--- src/oc_pkg.sv ---
// Shared constants and types for the offset calibration frame block.
// Assumes a 25 MHz system clock that samples the serial pins.
package oc_pkg;

  // ==========================================================
  // Widths and FIFO depth
  localparam int RES_W      = 12;
  localparam int OFS_W      = 13;
  localparam int FIFO_DEPTH = 16;
  localparam int CNT_W      = 6;

  // ==========================================================
  // Frame edge counts
  localparam logic [CNT_W-1:0] FALL_FIRST_DATA  = 6'h01;
  localparam logic [CNT_W-1:0] FALL_LAST_DATA   = 6'h0d;
  localparam logic [CNT_W-1:0] FALL_DATA_END    = 6'h0e;
  localparam logic [CNT_W-1:0] FALL_PWR_DONE    = 6'h10;
  localparam logic [CNT_W-1:0] FALL_RECAL_START = 6'h11;
  localparam logic [CNT_W-1:0] FALL_RECAL_DONE  = 6'h20;
  localparam logic [CNT_W-1:0] FALL_CNT_MAX     = 6'h3f;
  localparam int               POWERUP_CAL_SCLKS = 15;

  // ==========================================================
  // Timing
  localparam int CLK_NS  = 40;
  localparam int ACQ_NS  = 200;
  localparam int ACQ_CYC = (ACQ_NS + CLK_NS - 1) / CLK_NS;
  localparam int CAL_SCLK_MHZ_HI = 16;
  localparam int CAL_SCLK_MHZ_LO = 12;

  // ==========================================================
  // Reset and clamp values
  localparam logic [OFS_W-1:0] OFS_RESET   = 13'h0000;
  localparam logic [RES_W-1:0] RES_MAX     = 12'hfff;
  localparam logic [RES_W-1:0] RES_EMPTY   = 12'h000;

  // ==========================================================
  // Types
  typedef enum logic [1:0] {
    ST_IDLE  = 2'b00,
    ST_SHIFT = 2'b01,
    ST_RECAL = 2'b11,
    ST_PWRCAL = 2'b10
  } oc_state_t;

  typedef struct packed {
    logic cs_n;
    logic sclk;
  } oc_spi_in_t;

  typedef struct packed {
    logic sdo;
    logic sdo_oe_n;
  } oc_sdo_t;

endpackage
--- src/oc_frame_ctrl.sv ---
// Sample FIFO and serial frame controller with offset calibration.
// Assumes cs_n and sclk come from an external host, asynchronous
// to ref_clk, with sclk slow enough to be sampled by ref_clk.
`timescale 1ns/10ps

// ==========================================================
// Sample FIFO
module oc_fifo #(
  parameter int W     = 12,
  parameter int DEPTH = 16
) (
  // Clock and reset
  input  wire logic         ref_clk,
  input  wire logic         rst_n,
  // Fill side
  input  wire logic         in_valid,
  output logic              in_ready,
  input  wire logic [W-1:0] in_data,
  // Drain side
  output logic              out_valid,
  input  wire logic         out_ready,
  output logic [W-1:0]      out_data
);
  localparam int AW = $clog2(DEPTH);

  logic [W-1:0] mem [DEPTH];
  logic [AW:0]  wr_ptr;
  logic [AW:0]  rd_ptr;
  logic         full;
  logic         empty;

  assign empty     = (wr_ptr == rd_ptr);
  assign full      = (wr_ptr[AW] != rd_ptr[AW]) &&
                     (wr_ptr[AW-1:0] == rd_ptr[AW-1:0]);
  assign in_ready  = !full;
  assign out_valid = !empty;
  assign out_data  = mem[rd_ptr[AW-1:0]];

  always_ff @(posedge ref_clk) begin
    if (in_valid && !full) begin
      mem[wr_ptr[AW-1:0]] <= in_data;
    end
  end

  always_ff @(posedge ref_clk or negedge rst_n) begin
    if (!rst_n) begin
      wr_ptr <= '0;
    end else if (in_valid && !full) begin
      wr_ptr <= wr_ptr + 1'b1;
    end
  end

  always_ff @(posedge ref_clk or negedge rst_n) begin
    if (!rst_n) begin
      rd_ptr <= '0;
    end else if (out_ready && !empty) begin
      rd_ptr <= rd_ptr + 1'b1;
    end
  end
endmodule // oc_fifo

// How it works
// - First select fall after reset calibrates
// - Power-up calibration needs 16 clock falls
// - Output held low during calibration
// - Short first frame keeps stored offset
// - Later results corrected by stored offset
// - Power-up calibration lasts at least 15 periods
// - Recalibration needs 32 falls in frame
// - First 14 clocks convert and shift result
// - Recalibration runs fall 17 to 32
// - Output low after 14th fall
// - Select high releases the output
// - Short normal frame keeps stored offset
// - Zero, zero, then result on falls
// - Offset store resets to zero, hidden
// - Result is 12-bit straight binary
module oc_frame_ctrl
  import oc_pkg::*;
(
  // Clock and reset
  input  wire logic             ref_clk,
  input  wire logic             rst_n,
  // Serial pins to and from host
  input  wire oc_spi_in_t       spi_in,
  output oc_sdo_t               spi_out,
  // Raw samples from converter core
  input  wire logic             sample_valid,
  output logic                  sample_ready,
  input  wire logic [RES_W-1:0] sample_data,
  // Offset measured by calibration core
  input  wire logic [OFS_W-1:0] offset_meas,
  // Status
  output logic                  cal_active
);

  // ==========================================================
  // Correction arithmetic
  function automatic logic [RES_W-1:0] oc_correct(
    input logic [RES_W-1:0] raw,
    input logic [OFS_W-1:0] ofs
  );
    logic [RES_W+1:0] diff;
    diff = {2'b00, raw} - {ofs[OFS_W-1], ofs};
    if (diff[RES_W+1]) begin
      oc_correct = RES_EMPTY;
    end else if (diff[RES_W]) begin
      oc_correct = RES_MAX;
    end else begin
      oc_correct = diff[RES_W-1:0];
    end
  endfunction

  // ==========================================================
  // Pin synchronisers
  logic cs_ff1;
  logic cs_s;
  logic cs_q;
  logic sclk_ff1;
  logic sclk_s;
  logic sclk_q;

  always_ff @(posedge ref_clk or negedge rst_n) begin
    if (!rst_n) begin
      cs_ff1 <= 1'b1;
      cs_s   <= 1'b1;
      cs_q   <= 1'b1;
    end else begin
      cs_ff1 <= spi_in.cs_n;
      cs_s   <= cs_ff1;
      cs_q   <= cs_s;
    end
  end

  always_ff @(posedge ref_clk or negedge rst_n) begin
    if (!rst_n) begin
      sclk_ff1 <= 1'b0;
      sclk_s   <= 1'b0;
      sclk_q   <= 1'b0;
    end else begin
      sclk_ff1 <= spi_in.sclk;
      sclk_s   <= sclk_ff1;
      sclk_q   <= sclk_s;
    end
  end

  logic cs_fall;
  logic cs_rise;
  logic sclk_fall;

  assign cs_fall   = cs_q && !cs_s;
  assign cs_rise   = !cs_q && cs_s;
  assign sclk_fall = sclk_q && !sclk_s && !cs_s;

  // ==========================================================
  // Sample buffer
  logic             fifo_valid;
  logic [RES_W-1:0] fifo_data;
  logic             pop;

  oc_fifo #(
    .W     (RES_W),
    .DEPTH (FIFO_DEPTH)
  ) u_fifo (
    .ref_clk   (ref_clk),
    .rst_n     (rst_n),
    .in_valid  (sample_valid),
    .in_ready  (sample_ready),
    .in_data   (sample_data),
    .out_valid (fifo_valid),
    .out_ready (pop),
    .out_data  (fifo_data)
  );

  // ==========================================================
  // Frame state
  oc_state_t        state;
  oc_state_t        next_state;
  logic             first_frame;
  logic [CNT_W-1:0] fall_cnt;
  logic [CNT_W-1:0] next_cnt;
  logic             upd_evt;

  assign pop      = cs_fall && !first_frame;
  assign next_cnt = (fall_cnt == FALL_CNT_MAX) ? fall_cnt
                                               : fall_cnt + 1'b1;

  assign upd_evt = sclk_fall &&
    (((state == ST_PWRCAL) && (next_cnt == FALL_PWR_DONE)) ||
     ((state == ST_RECAL) && (next_cnt == FALL_RECAL_DONE)));

  always_ff @(posedge ref_clk or negedge rst_n) begin
    if (!rst_n) begin
      first_frame <= 1'b1;
    end else if (cs_fall) begin
      first_frame <= 1'b0;
    end
  end

  always_ff @(posedge ref_clk or negedge rst_n) begin
    if (!rst_n) begin
      fall_cnt <= '0;
    end else if (cs_fall) begin
      fall_cnt <= '0;
    end else if (sclk_fall) begin
      fall_cnt <= next_cnt;
    end
  end

  always_comb begin
    next_state = state;
    case (state)
      ST_IDLE: begin
        if (cs_fall && first_frame) begin
          next_state = ST_PWRCAL;
        end else if (cs_fall) begin
          next_state = ST_SHIFT;
        end
      end
      ST_SHIFT: begin
        if (cs_rise) begin
          next_state = ST_IDLE;
        end else if (sclk_fall &&
                     (next_cnt == FALL_RECAL_START)) begin
          next_state = ST_RECAL;
        end
      end
      ST_RECAL: begin
        if (cs_rise || upd_evt) begin
          next_state = ST_IDLE;
        end
      end
      ST_PWRCAL: begin
        if (cs_rise || upd_evt) begin
          next_state = ST_IDLE;
        end
      end
      default: begin
        next_state = ST_IDLE;
      end
    endcase
  end

  always_ff @(posedge ref_clk or negedge rst_n) begin
    if (!rst_n) begin
      state <= ST_IDLE;
    end else begin
      state <= next_state;
    end
  end

  always_ff @(posedge ref_clk or negedge rst_n) begin
    if (!rst_n) begin
      cal_active <= 1'b0;
    end else begin
      cal_active <= (next_state == ST_PWRCAL) ||
                    (next_state == ST_RECAL);
    end
  end

  // ==========================================================
  // Offset correction store
  logic [OFS_W-1:0] store;

  // Cleared at reset, no serial access
  always_ff @(posedge ref_clk or negedge rst_n) begin
    if (!rst_n) begin
      store <= OFS_RESET;
    end else if (upd_evt) begin
      store <= offset_meas;
    end
  end

  // ==========================================================
  // Serial output
  logic [RES_W-1:0] shreg;
  logic [RES_W-1:0] raw_now;

  assign raw_now = fifo_valid ? fifo_data : RES_EMPTY;

  always_ff @(posedge ref_clk or negedge rst_n) begin
    if (!rst_n) begin
      shreg <= '0;
    end else if (pop) begin
      shreg <= oc_correct(raw_now, store);
    end else if (sclk_fall && (state == ST_SHIFT) &&
                 (next_cnt > FALL_FIRST_DATA) &&
                 (next_cnt <= FALL_LAST_DATA)) begin
      shreg <= {shreg[RES_W-2:0], 1'b0};
    end
  end

  always_ff @(posedge ref_clk or negedge rst_n) begin
    if (!rst_n) begin
      spi_out.sdo <= 1'b0;
    end else if (cs_fall) begin
      spi_out.sdo <= 1'b0;
    end else if (sclk_fall && (state == ST_SHIFT) &&
                 (next_cnt > FALL_FIRST_DATA) &&
                 (next_cnt <= FALL_LAST_DATA)) begin
      // Result bits on falls 2 to 13
      spi_out.sdo <= shreg[RES_W-1];
    end else if (sclk_fall) begin
      spi_out.sdo <= 1'b0;
    end
  end

  always_ff @(posedge ref_clk or negedge rst_n) begin
    if (!rst_n) begin
      spi_out.sdo_oe_n <= 1'b1;
    end else if (cs_fall) begin
      spi_out.sdo_oe_n <= 1'b0;
    end else if (cs_rise) begin
      spi_out.sdo_oe_n <= 1'b1;
    end
  end
endmodule // oc_frame_ctrl

--- config.mk ---
export PLATFORM = sky130hd
export DESIGN_NAME = oc_frame_ctrl
export DESIGN_NICKNAME = d
export VERILOG_FILES = /design/src/oc_pkg.sv /design/src/oc_frame_ctrl.sv
export SDC_FILE = /design/constraint.sdc
export NUM_CORES = 1
export LEC_CHECK = 0
export BUFFER_PORTS_ARGS = -buffer_cell sky130_fd_sc_hd__buf_2
export CORE_MARGIN = 2
export CORE_UTILIZATION = 65
export CTS_CLUSTER_SIZE = 40
export DETAILED_ROUTE_END_ITERATION = 8
export HOLD_SLACK_MARGIN = 0.06
export MAX_ROUTING_LAYER = met4
export PLACE_DENSITY = 0.83
export SLEW_MARGIN = 15
export SYNTH_ARGS = -nofsm -noshare
export SYNTH_HDL_FRONTEND = slang
export SYNTH_SLANG_ARGS = --single-unit
--- constraint.sdc ---
create_clock -name ref_clk -period 9.8 [get_ports ref_clk]
set_input_delay 1.96 -clock ref_clk [delete_from_list [all_inputs] [get_ports ref_clk]]
set_output_delay 1.96 -clock ref_clk [all_outputs]
set_load 0.01 [all_outputs]
==> key figures, run 1 <==
Route
  • WL per Instance: about 24 um
  • DR vias/cell: ~6.5
  • Vias: between 5000 and 6000
  • Routed Wire Length: between 20 and 25 mm
  • First drt pass iteration count: 5
  • DRT antenna net count: 0
  • Residual DRC: 0
  • DR iter-0 viols: about 470

Global routing
  • Initial antenna violation count: 2
  • Largest net degree at the start of global routing: between 50 and 60
  • GR Overflow Total: 0
  • Tot GR Track Use: 26.3%
  • First-pass GRT wire length: ~34 mm
  • Vias in the first global route: between 5000 and 6000

Critical path
  • Critical Path RT: just over 10 ns
  • Worst EP arrival: 5.13 ns
  • Crit-path slowest cell: dfrtp_4
  • Startpoint types: flop
  • Crit path max fanout: 52
  • Worst Setup Path Type: flop to flop
  • Max incr delay on CP: approximately 1.1 ns
  • Crit. End Element: flop
  • Critical-path cell list: mux4_2 -> mux4_2 -> nor2b_1 -> ha_1 -> a21o_1 -> a221o_1 -> a221o_1 -> a211oi_2 -> a2111oi_0 -> o22ai_1

Clock network
  • H-tree levels: 1
  • CTS Buffer Depth: 3
  • TritonCTS clock tree: done
  • CTS resizes: 0
  • Clock Tree Root: clkbuf_16
  • Worst skew pair latency: between 0.5 and 0.6 ns
  • Post-CTS setup buffers: 0
  • Clock transition at path regs: approximately 0.060 ns
  • Num CTS Buffers: 24
  • Clk sinks: about 240
  • Cts hold-fix bufs: 0

Floorplan
  • Chip width: between 100 and 150 um
  • Row cnt: between 40 and 50
  • Die H: about 130 um
  • Number of I/O pins: 34
  • Core Footprint: 16000 sq um
  • Initial Util: between 60% and 70%
  • Die footprint: roughly 17000 sq um

Finish
  • Area Overhead vs Synth: 10.7%
  • Most frequent cells in the layout: edfxtp_1, mux4_2, dfrtp_1
  • Share of layout cells above drive strength 1: between 20% and 30%
  • Layout net count: between 700 and 800
  • Most common cell after layout, fill and taps aside: edfxtp_1

Place
  • Port Buffer Count: 33
  • Place WS: a little over 5 ns
  • Final weighted congestion in routability-driven placement: 0.894
  • Detail Placement HPWL: 12.8 mm

Synth
  • Post-Syn Area: ~11000 sq um
  • Synthesized instance count: approximately 630
  • Syn. warnings: 0
  • Seq/Total Area, Yosys: around 66%
  • Yosys top cell area share: a little over half
  • Mapped Avg Cell Area: approximately 17 sq um
  • Syn_nets: between 600 and 700
  • Top FF cell, synth: edfxtp_1
  • Dominant cells by area after synthesis: edfxtp_1, mux4_2, dfrtp_1
  • Cell variety after synth: between 50 and 60
  • Ys async rst share: a little over a fifth
  • Flops & latches, synth: between 200 and 250
  • Synth area leader: edfxtp_1
  • Post-synth EDFFs: around 190

STA
  • Setup tns final: 0 ns
  • Worst-margin pin slew: a little over 1 ns
  • Max transition margin: around a third
  • Final hold vios: 0
  • Min Clock Period, post-route: 4.70 ns
  • Max Slew Vio Count: 0
  • RSZ-0062 raised after global routing: no
  • Setup Viol. Count Final: 0
  • Final period util: roughly 48%
  • Max Clk Rate: 213 MHz
  • Final setup margin: between 5 and 6 ns
  • Worst Clk Skew: 0.00777 ns

Hold path
  • Worst Hold Class: flop to flop

Pwr
  • Total leakage power: ~4.2 nW
  • Power density cells: between 300 and 400 nW/um^2
  • Max IR drop VDD: 0.181 mV

Run
  • Total of max-cap violations: 0

Status
  • Status: complete, no violations
## synth_stat cells (4+ instances only)
master,count
a21o_1,7
a21oi_1,17
and2_1,7
and3_1,5
and4_1,6
and4b_1,4
buf_2,9
clkbuf_1,19
dfrtp_1,47
dfstp_2,5
edfxtp_1,192
ha_1,20
inv_1,23
mux2_2,6
mux2_4,8
mux2i_1,12
mux4_2,59
nand2_1,18
nand2b_1,4
nand3_1,6
nand3b_1,4
nand4_1,6
nor2_1,19
nor2b_1,20
nor3_1,5
nor3b_1,4
nor4_1,4
nor4b_1,5
o21ai_0,9
o22ai_1,11
xnor2_1,11
xor2_1,11
## layout make-up
| cell class | count | area, sq um |
|---|---|---|
| Clock inverter | 15 | 148 |
| Clock buffer | 29 | 641 |
| Fill cell | 954 | 4170 |
| Timing Repair Buffer | 42 | 233 |
| Antenna cell | 2 | 5.00 |
| Tap cell | 216 | 270 |
| Inverter | 23 | 86.3 |
| Multi-Input combinational cell | 325 | 3370 |
| Sequential cell | 244 | 7080 |
## path summary, 6_finish.rpt
path | slack (ns) | to | start | cells past startpoint
min in group asynchronous | 1.54 | fall_cnt[5] | rst_n | 2
setup / recovery | 5.10 | shreg[8] | u_fifo.rd_ptr[0] | 10
setup reg to reg | 5.10 | shreg[8] | u_fifo.rd_ptr[0] | 10
max in group asynchronous | 7.74 | u_fifo.rd_ptr[0] | rst_n | 2
hold / removal | 0.35 | sclk_s | sclk_ff1 | 0
hold reg to reg | 0.35 | sclk_s | sclk_ff1 | 0
## critical path: cells and delay by family (launching register included)
| family | cells | cell delay (ns) |
|---|---|---|
| adder cells (fa/ha/maj) | 1 | 0.38 |
| flip-flops | 1 | 1.08 |
| multiplexers | 2 | 1.15 |
| AO/OA/AOI/OAI | 6 | 1.79 |
| AND/OR/NAND/NOR | 1 | 0.16 |
## kinds of logic (layout without fill, tap and decap cells)
family | count (synthesis) | count (layout) | synth area share (%)
flip-flops | 244 | 244 | 66.2
AND/OR/NAND/NOR | 123 | 123 | 6.87
multiplexers | 85 | 85 | 15.3
AO/OA/AOI/OAI | 74 | 74 | 4.80
buffers and inverters | 60 | 109 | 2.53
XOR/XNOR | 22 | 22 | 1.80
adder cells (fa/ha/maj) | 21 | 21 | 2.53
other | 0 | 2 | 0
## state kept, by name, indices dropped and copies added, names as in the netlist, named ones only
register	flops
sclk_s	1
shreg	12
state	1
u_fifo.rd_ptr	5
cs_q	1
store	13
cs_ff1	1
sclk_ff1	1
fall_cnt	6
u_fifo.mem	192
sclk_q	1
first_frame	1
cs_s	1
spi_out	2
u_fifo.wr_ptr	5
## report_power, final
group	leakage, nW	internal (W)	switching [W]
combinational	1.47	0.000613	0.000674
sequential	2.36	0.00126	0.000133
clock	0.391	0.000544	0.000372
## metrics by stage
stage | util (%) | area [sq um] | std cells | hold WS [ns] | power, W
finish | 74.0 | 11800 | 896 | 0.347 | 0.00359
global route | 74.0 | 11800 | 896 | 0.364 | 0.00377
CTS | 73.9 | 11800 | 894 | 0.350 | 0.00359
detailed placement | 69.0 | 11000 | 850 | 0.337 | 0.00267
global placement | 69.0 | 11000 | 850 | 0.333 | 0.00262
floorplan | - | 10700 | 629 | 0.331 | 0.00236
## metal layers
layer  vias to the layer above  global-route usage, %  routed length (um)
li1                       2552                      -                   -
met1                      2916                   34.4                8500
met2                       273                   42.3               11000
met3                        72                   4.46                1440
met4                         0                   9.92                 762
met5                         -                      -                   0
Note: power is estimated with default switching activity, not from simulation.
==> inputs of run 2 (changes only) <==
CORE_UTILIZATION = 56   (was 65)
PLACE_DENSITY = 0.76   (was 0.83)
clock period = 3.83 ns   (was 9.8 ns; I/O delays follow)
==> run 2 against run 1 <==
Effect of this change:
- the run now ends with setup timing left
- power rose to 2.9 times the previous value
- sequential power grew 150%
- register-to-register slack lost 5.2 ns
- fmax is 21% higher
- final cell count grew 6.6%
- sequential cell count did not move
- critical path depth grew 3
- die area up 16%
- first-iteration DRC count decreased by 5.4%
- global-route usage is 2.9 points lower
- combinational power grew to 3.4 times the previous value
- clock skew up 0.0012 ns
==> key figures, run 2 (synthesis gave the netlist of run 1 again) <==
STA
  • Worst-margin pin slew: 0.935 ns (-0.0830 ns)
  • Min Hold Slack: 0.208 ns (-0.139 ns)
  • Final setup margin: -0.0569 ns (-5.16 ns)
  • Final period util: 101% (+54 points)
  • Max Clk Rate: 257 MHz (+21%)
  • Worst Clk Skew: 0.00898 ns (+0.00121 ns)
  • Final hold vios: 0 (unchanged)
  • Max Slew Vio Count: 0 (unchanged)
  • Setup Viol. Count Final: 5 (+5)
  • Min Clock Period, post-route: 3.89 ns (-0.811 ns)
  • Max transition margin: 37.7% (+5.5 points)
  • RSZ-0062 raised after global routing: yes

Clock network
  • Clock transition at path regs: 0.06 ns (about the same)
  • Worst skew pair latency: 0.54 ns (+0.03 ns)
  • H-tree levels: 1 (unchanged)
  • Clk sinks: 244 (unchanged)
  • Cts hold-fix bufs: 0 (unchanged)
  • Num CTS Buffers: 25 (+4.2%)
  • Clock Tree Root: clkbuf_16
  • TritonCTS clock tree: done
  • CTS Buffer Depth: 3 (unchanged)

Pwr
  • Clock Power Share: 24.6% (-0.9 points)
  • Part of the power in combinational logic: 42.2% (+6.4 points)
  • Total leakage power: 4.54 nW (+7.4%)
  • Max IR drop VDD: 0.519 mV (+190%)
  • Sw frac: 32.8% (-0.064 points)
  • NetSw: 0.00337 W (+190%)
  • Int Pwr: 0.00692 W (+190%)
  • Power density cells: 822 nW/um^2 (+170%)
  • Power share of the sequential group: 33.2% (-5.5 points)

Place
  • Port Buffer Count: 33 (unchanged)
  • Placed Instances: 890 (+4.7%)
  • Detail Placement HPWL: 13.3 mm (+3.9%)
  • Final weighted congestion in routability-driven placement: 0.940 (+5.1%)

Route
  • Residual DRC: 0 (unchanged)
  • Routed Wire Length: 23.2 mm (+6.7%)
  • DR iter-0 viols: 441 (-5.4%)
  • DR vias/cell: 6.28 (-3.1%)
  • DRT antenna net count: 0 (unchanged)
  • Vias: 6001 (+3.2%)
  • WL per Instance: 24.3 um (+0.13%)
  • First drt pass iteration count: 7 (+2)

Critical path
  • Crit-path slowest cell: dfrtp_4
  • Crit path max fanout: 8 (-85%)
  • Crit. End Element: flop
  • Max incr delay on CP: 0.55 ns (-0.53 ns)
  • Startpoint types: flop
  • Critical-path cell list: buf_12 -> buf_6 -> mux4_2 -> mux4_2 -> nor2b_4 -> ha_4 -> and3_1 -> a221o_1 -> a221o_1 -> a211oi_4 -> buf_2 -> nor2_1 -> o22ai_1
  • Worst EP arrival: 4.34 ns (-0.79 ns)
  • Worst Setup Path Type: flop to flop
  • Critical Path RT: 4.28 ns (-5.95 ns)

Finish
  • Core Util, Final: 66.9% (-7.1 points)
  • Share of layout cells above drive strength 1: 32.0% (+7.4 points)
  • Max FFs per register: 192 (unchanged)
  • Final non-filler cell total: 955 (+6.6%)
  • Most common cell after layout, fill and taps aside: edfxtp_1
  • Layout net count: 753 (+5.9%)
  • Number of fill cells: 1198 (+26%)
  • Area Overhead vs Synth: 17.1%
  • Ant diodes: 0 (-2)
  • Most frequent cells in the layout: edfxtp_1, mux4_2, dfrtp_1

Floorplan
  • Chip width: 142 um (+7.5%)
  • Core Footprint: 18700 sq um (+17%)
  • Row cnt: 50 (+8.7%)
  • Die footprint: 20200 sq um (+16%)
  • Number of I/O pins: 34 (unchanged)
  • Initial Util: 57.2% (-9.7 points)
  • Die H: 142 um (+7.5%)

Run
  • Total of max-cap violations: 0 (unchanged)

Global routing
  • First-pass GRT wire length: 34.1 mm (+1.3%)
  • Initial antenna violation count: 0 (-2)
  • Largest net degree at the start of global routing: 31 (-42%)
  • Tot GR Track Use: 23.4% (-2.9 points)
  • GR Overflow Total: 0 (unchanged)
  • Vias in the first global route: 5887 (-0.78%)

Hold path
  • Worst Hold Class: primary input to async pin

Status
  • Status: finished with violations
  • Failing checks: setup timing
## run 2: cell types whose count changed in the layout (fill, tap and decap cells not counted), moves of 4 or more
cell     change
buf_4       +28
buf_12       +6
ha_1         -5
nor2b_1      -5
ha_4         +4
## run 2: path summary, 6_finish.rpt
path / start / to / slack [ns] / depth (start not counted)
min in group ref_clk: spi_in[1] / cs_ff1 / 0.34 / 1
max reg2reg: u_fifo.rd_ptr[0] / shreg[2] / -0.06 / 13
max: u_fifo.rd_ptr[0] / shreg[2] / -0.06 / 13
min: rst_n / async pin / 0.21 / 1
min reg2reg: sclk_ff1 / sclk_s / 0.36 / 0
max in group asynchronous: rst_n / store[8] / 2.84 / 2
## run 2: what timing repair did
item | 4_1_cts | 5_1_grt
setup buffers | 0 | 16
cloned | 0 | 3
resized for setup | 2 | 31
pin swaps | 0 | 3
endpoints found under the setup margin | 5 | 12
## run 2: layout make-up
type                            count  area (sq um)  share of cell area, %
Clock buffer                       27           643                   5.14
Clock inverter                     19           218                   1.74
Inverter                           23          86.3                  0.690
Multi-Input combinational cell    325          3520                   28.1
Sequential cell                   244          7080                   56.6
Tap cell                          234           293                   2.34
Timing Repair Buffer               83           679                   5.43
## run 2: metrics by stage
stage                     power [W]  setup WS, ns  cell area (sq um)  setup TNS, ns
final                        0.0103       -0.0569              12500         -0.185
after floorplan             0.00604        0.0361              10700              0
after global placement      0.00701      -0.00349              11300       -0.00349
after global routing         0.0108        -0.133              12500          -1.06
after detailed placement    0.00712       -0.0671              11300        -0.0762
after CTS                   0.00967       0.00833              12200              0
## run 2: worst max-delay path: cells and delay by family, from the launching register on
family / cells / cell delay [ns]
AO/OA/AOI/OAI: 4 / 1.18
AND/OR/NAND/NOR: 3 / 0.37
multiplexers: 2 / 1.00
buffers and inverters: 3 / 0.49
flip-flops: 1 / 0.55
adder cells (fa/ha/maj): 1 / 0.22
## run 2: routing by layer
metal | vias up | global-route usage (%) | share of wire, %
met5 | - | - | 0
met4 | 0 | 6.74 | 2.3
met3 | 42 | 3.80 | 6.2
met2 | 242 | 39.3 | 53
met1 | 3081 | 29.9 | 39
li1 | 2636 | - | -
## run 2: power groups by stage
stage          combinational [W]  clock [W]  sequential [W]
2_1_floorplan            0.00269          0         0.00335
3_3_place_gp             0.00359          0         0.00342
3_5_place_dp             0.00368          0         0.00344
4_1_cts                  0.00371    0.00257         0.00340
5_1_grt                  0.00470    0.00267         0.00345
6_report                 0.00434    0.00253         0.00342
==> inputs of run 3 (changes only) <==
SYNTH_HIERARCHICAL = 1   (was default)
==> run 3 against run 2 <==
Effect of this change:
- the run now ends clean
- hold slack better by 0.031 ns
- area after synthesis up 0.35%
- sequential cell count unchanged
- power down 14%
- critical path depth up 3
- non-clock buffer count down 4
- largest power group is now sequential cells
- highest routed layer unchanged
==> key figures, run 3 <==
Status
  • Status: complete, no violations

Global routing
  • First-pass GRT wire length: 35.6 mm (+4.4%)
  • GR Overflow Total: 0 (unchanged)
  • Tot GR Track Use: 23.9% (+0.57 points)
  • Initial antenna violation count: 0 (unchanged)
  • Largest net degree at the start of global routing: 41 (+32%)
  • Vias in the first global route: 6393 (+8.6%)

STA
  • Final hold vios: 0 (unchanged)
  • Max Slew Vio Count: 0 (unchanged)
  • Min Hold Slack: 0.239 ns (+0.0310 ns)
  • Final period util: 95.6% (-5.9 points)
  • Worst Clk Skew: 0.0104 ns (+0.00142 ns)
  • Min Clock Period, post-route: 3.66 ns (-0.226 ns)
  • Max transition margin: 28.5% (-9.2 points)
  • Worst-margin pin slew: 1.07 ns (+0.134 ns)
  • Max Clk Rate: 273 MHz (+6.2%)
  • Setup Viol. Count Final: 0 (-5)
  • RSZ-0062 raised after global routing: no

Critical path
  • Crit. End Element: flop
  • Worst Setup Path Type: flop to flop
  • Max incr delay on CP: 0.49 ns (-0.06 ns)
  • Crit-path slowest cell: dfrtp_2
  • Critical Path RT: 4.26 ns (-0.02 ns)
  • Crit path max fanout: 11 (+3)
  • Startpoint types: flop
  • R2r endpoint: shreg[8]
  • Reg-to-reg slack, setup: 0.17 ns (+0.23 ns)
  • FF-to-FF path depth: 16 (+3)
  • Critical-path cell list: buf_4 -> buf_12 -> mux4_2 -> mux2i_1 -> o21ai_0 -> nand2_1 -> ha_1 -> fa_1 -> nand2b_1 -> a21oi_1 -> a211oi_2 -> buf_4 -> o21ai_0 -> xor2_1 -> nor2_1 -> o22ai_1
  • Critical R2R Launch: u_fifo/rd_ptr[0]
  • Worst EP arrival: 4.09 ns (-0.25 ns)

Synth
  • Count leader, synth: edfxtp_1
  • Adder-Cell Fraction of Synth Area: 2.52% (-0.0088 points)
  • Post-synth EDFFs: 192 (unchanged)
  • Syn. warnings: 6 (+6)
  • Yosys top cell area share: 53.7% (-0.19 points)
  • Simple-gate share of the synthesized area: 6.50% (-0.37 points)
  • Synth top cells by count: edfxtp_1, dfrtp_1, mux2i_1
  • Compound-Gate Fraction of Synth Area: 7.63% (+2.8 points)
  • Top FF cell, synth: edfxtp_1
  • Seq/Total Area, Yosys: 65.9% (-0.23 points)
  • Post-Syn Area: 10700 sq um (+0.35%)
  • Synth area leader: edfxtp_1
  • Flops & latches, synth: 244 (unchanged)
  • Synthesized instance count: 695 (+10%)
  • Ys async rst share: 21.3% (unchanged)
  • Dominant cells by area after synthesis: edfxtp_1, dfrtp_1, mux4_2
  • Mapped Avg Cell Area: 15.4 sq um (-9.2%)
  • Mux share of post-synthesis cell area: 12.1% (-3.2 points)
  • Post-synthesis xor/xnor area fraction: 2.04% (+0.24 points)
  • Syn_nets: 746 (+9.7%)
  • Largest family of logic cells by synthesized area: multiplexers
  • Cell variety after synth: 67 (+16%)

Finish
  • Final non-filler cell total: 1017 (+6.5%)
  • Ant diodes: 0 (unchanged)
  • Area Overhead vs Synth: 14.3%
  • Layout net count: 815 (+8.2%)
  • Most common cell after layout, fill and taps aside: edfxtp_1
  • Most frequent cells in the layout: edfxtp_1, dfrtp_1, mux2i_1
  • Max FFs per register: 192 (unchanged)
  • Share of layout cells above drive strength 1: 24.3% (-7.8 points)

Place
  • Placed Instances: 962 (+8.1%)
  • Detail Placement HPWL: 14.5 mm (+9.5%)
  • Port Buffer Count: 33 (unchanged)
  • Final weighted congestion in routability-driven placement: 0.837 (-11%)

Floorplan
  • Row cnt: 50 (unchanged)
  • Initial Util: 57.2% (about the same)
  • Die footprint: 20300 sq um (+0.34%)
  • Number of I/O pins: 34 (unchanged)
  • Core Footprint: 18800 sq um (+0.33%)
  • Die H: 142 um (+0.17%)
  • Chip width: 142 um (+0.17%)

Route
  • Routed wl met2: 11.9 mm (-2.2%)
  • DRT antenna net count: 0 (unchanged)
  • Routed Wire Length: 23.4 mm (+0.85%)
  • First drt pass iteration count: 5 (-2)
  • Met3 WL post-DR: 1.40 mm (-2.6%)
  • WL per Instance: 23.0 um (-5.3%)
  • Vias: 6392 (+6.5%)
  • Met1 WL: 9.33 mm (+3.8%)
  • Residual DRC: 0 (unchanged)
  • DR vias/cell: 6.29 (about the same)
  • DR iter-0 viols: 569 (+29%)
  • Top sig layer: met4

Pwr
  • Total power: 0.00880 W (-14%)
  • Total leakage power: 4.52 nW (-0.45%)
  • Power density cells: 718 nW/um^2 (-13%)
  • Max IR drop VDD: 0.398 mV (-23%)

Clock network
  • Clock Tree Root: clkbuf_16
  • H-tree levels: 1 (unchanged)
  • Cts hold-fix bufs: 0 (unchanged)
  • Clock transition at path regs: 0.06 ns (about the same)
  • CTS Buffer Depth: 3 (unchanged)
  • Worst skew pair latency: 0.53 ns (about the same)
  • TritonCTS clock tree: done
  • Num CTS Buffers: 25 (unchanged)
  • Clk sinks: 244 (unchanged)

Hold path
  • Worst Hold Class: primary input to async pin

Run
  • Total of max-cap violations: 0 (unchanged)
[run 3: cell families (layout without fill, tap and decap cells)]
logic type | Yosys count | count (layout)
AND/OR/NAND/NOR | 140 | 140
AO/OA/AOI/OAI | 118 | 118
flip-flops | 244 | 244
buffers and inverters | 63 | 151
adder cells (fa/ha/maj) | 21 | 21
XOR/XNOR | 25 | 25
multiplexers | 84 | 84
[run 3: final cells by class]
cell class | instances | area (sq um)
flip-flops and latches | 244 | 7080
inverters | 26 | 97.6
multi-input cells | 388 | 3390
well taps | 234 | 293
clock inverters | 18 | 149
clock buffers | 28 | 637
repair buffers | 79 | 621
fillers | 1290 | 6510
[run 3: where the power goes]
group / total, W / switching, W / internal [W]
combinational: 0.00317 / 0.00175 / 0.00142
clock: 0.00232 / 0.000979 / 0.00134
sequential: 0.00331 / 0.000165 / 0.00315
[run 3: worst max path at each step]
stage / from / to / slack (ns) / depth (start not counted)
global placement: u_fifo/rd_ptr[0] / shreg[3] / 0.03 / 13
floorplan: u_fifo/rd_ptr[0] / shreg[3] / 0.40 / 15
detailed placement: u_fifo/rd_ptr[2] / shreg[8] / -0.14 / 12
global route: u_fifo/rd_ptr[0] / shreg[8] / 0.02 / 16
finish: u_fifo/rd_ptr[0] / shreg[8] / 0.17 / 16
CTS: u_fifo/rd_ptr[0] / shreg[0] / 0.09 / 14
[run 3: repair_timing]
| item | 4_1_cts | 5_1_grt |
|---|---|---|
| pin swaps | 0 | 3 |
| cloned | 0 | 3 |
| resized for setup | 2 | 11 |
| endpoints found under the setup margin | 12 | 12 |
| endpoints found under the hold margin | 0 | 0 |
| setup buffers | 0 | 6 |
[run 3: critical path: cells and delay by family, from the launching register on]
family | cells | cell delay, ns
compound gates | 5 | 0.90
fa+ha+maj | 2 | 0.64
flops | 1 | 0.49
buf+inv | 3 | 0.48
mux | 2 | 0.40
simple gates | 3 | 0.39
xor+xnor | 1 | 0.26
[run 3: through the flow]
| step | setup WS (ns) | utilization (%) | instance area (sq um) | setup TNS [ns] |
|---|---|---|---|---|
| floorplan | 0.399 | - | 10700 | 0 |
| global placement | 0.0292 | 60.1 | 11300 | 0 |
| detailed placement | -0.136 | 60.1 | 11300 | -1.16 |
| CTS | 0.0852 | 64.4 | 12100 | 0 |
| global route | 0.0169 | 65.3 | 12300 | 0 |
| finish | 0.169 | 65.3 | 12300 | 0 |
[run 3: layer usage]
| metal | vias up | global-route usage [%] |
|---|---|---|
| li1 | 2829 | - |
| met1 | 3269 | 30.5 |
| met2 | 252 | 40.5 |
| met3 | 42 | 3.33 |
| met4 | 0 | 7.24 |
| met5 | - | - |
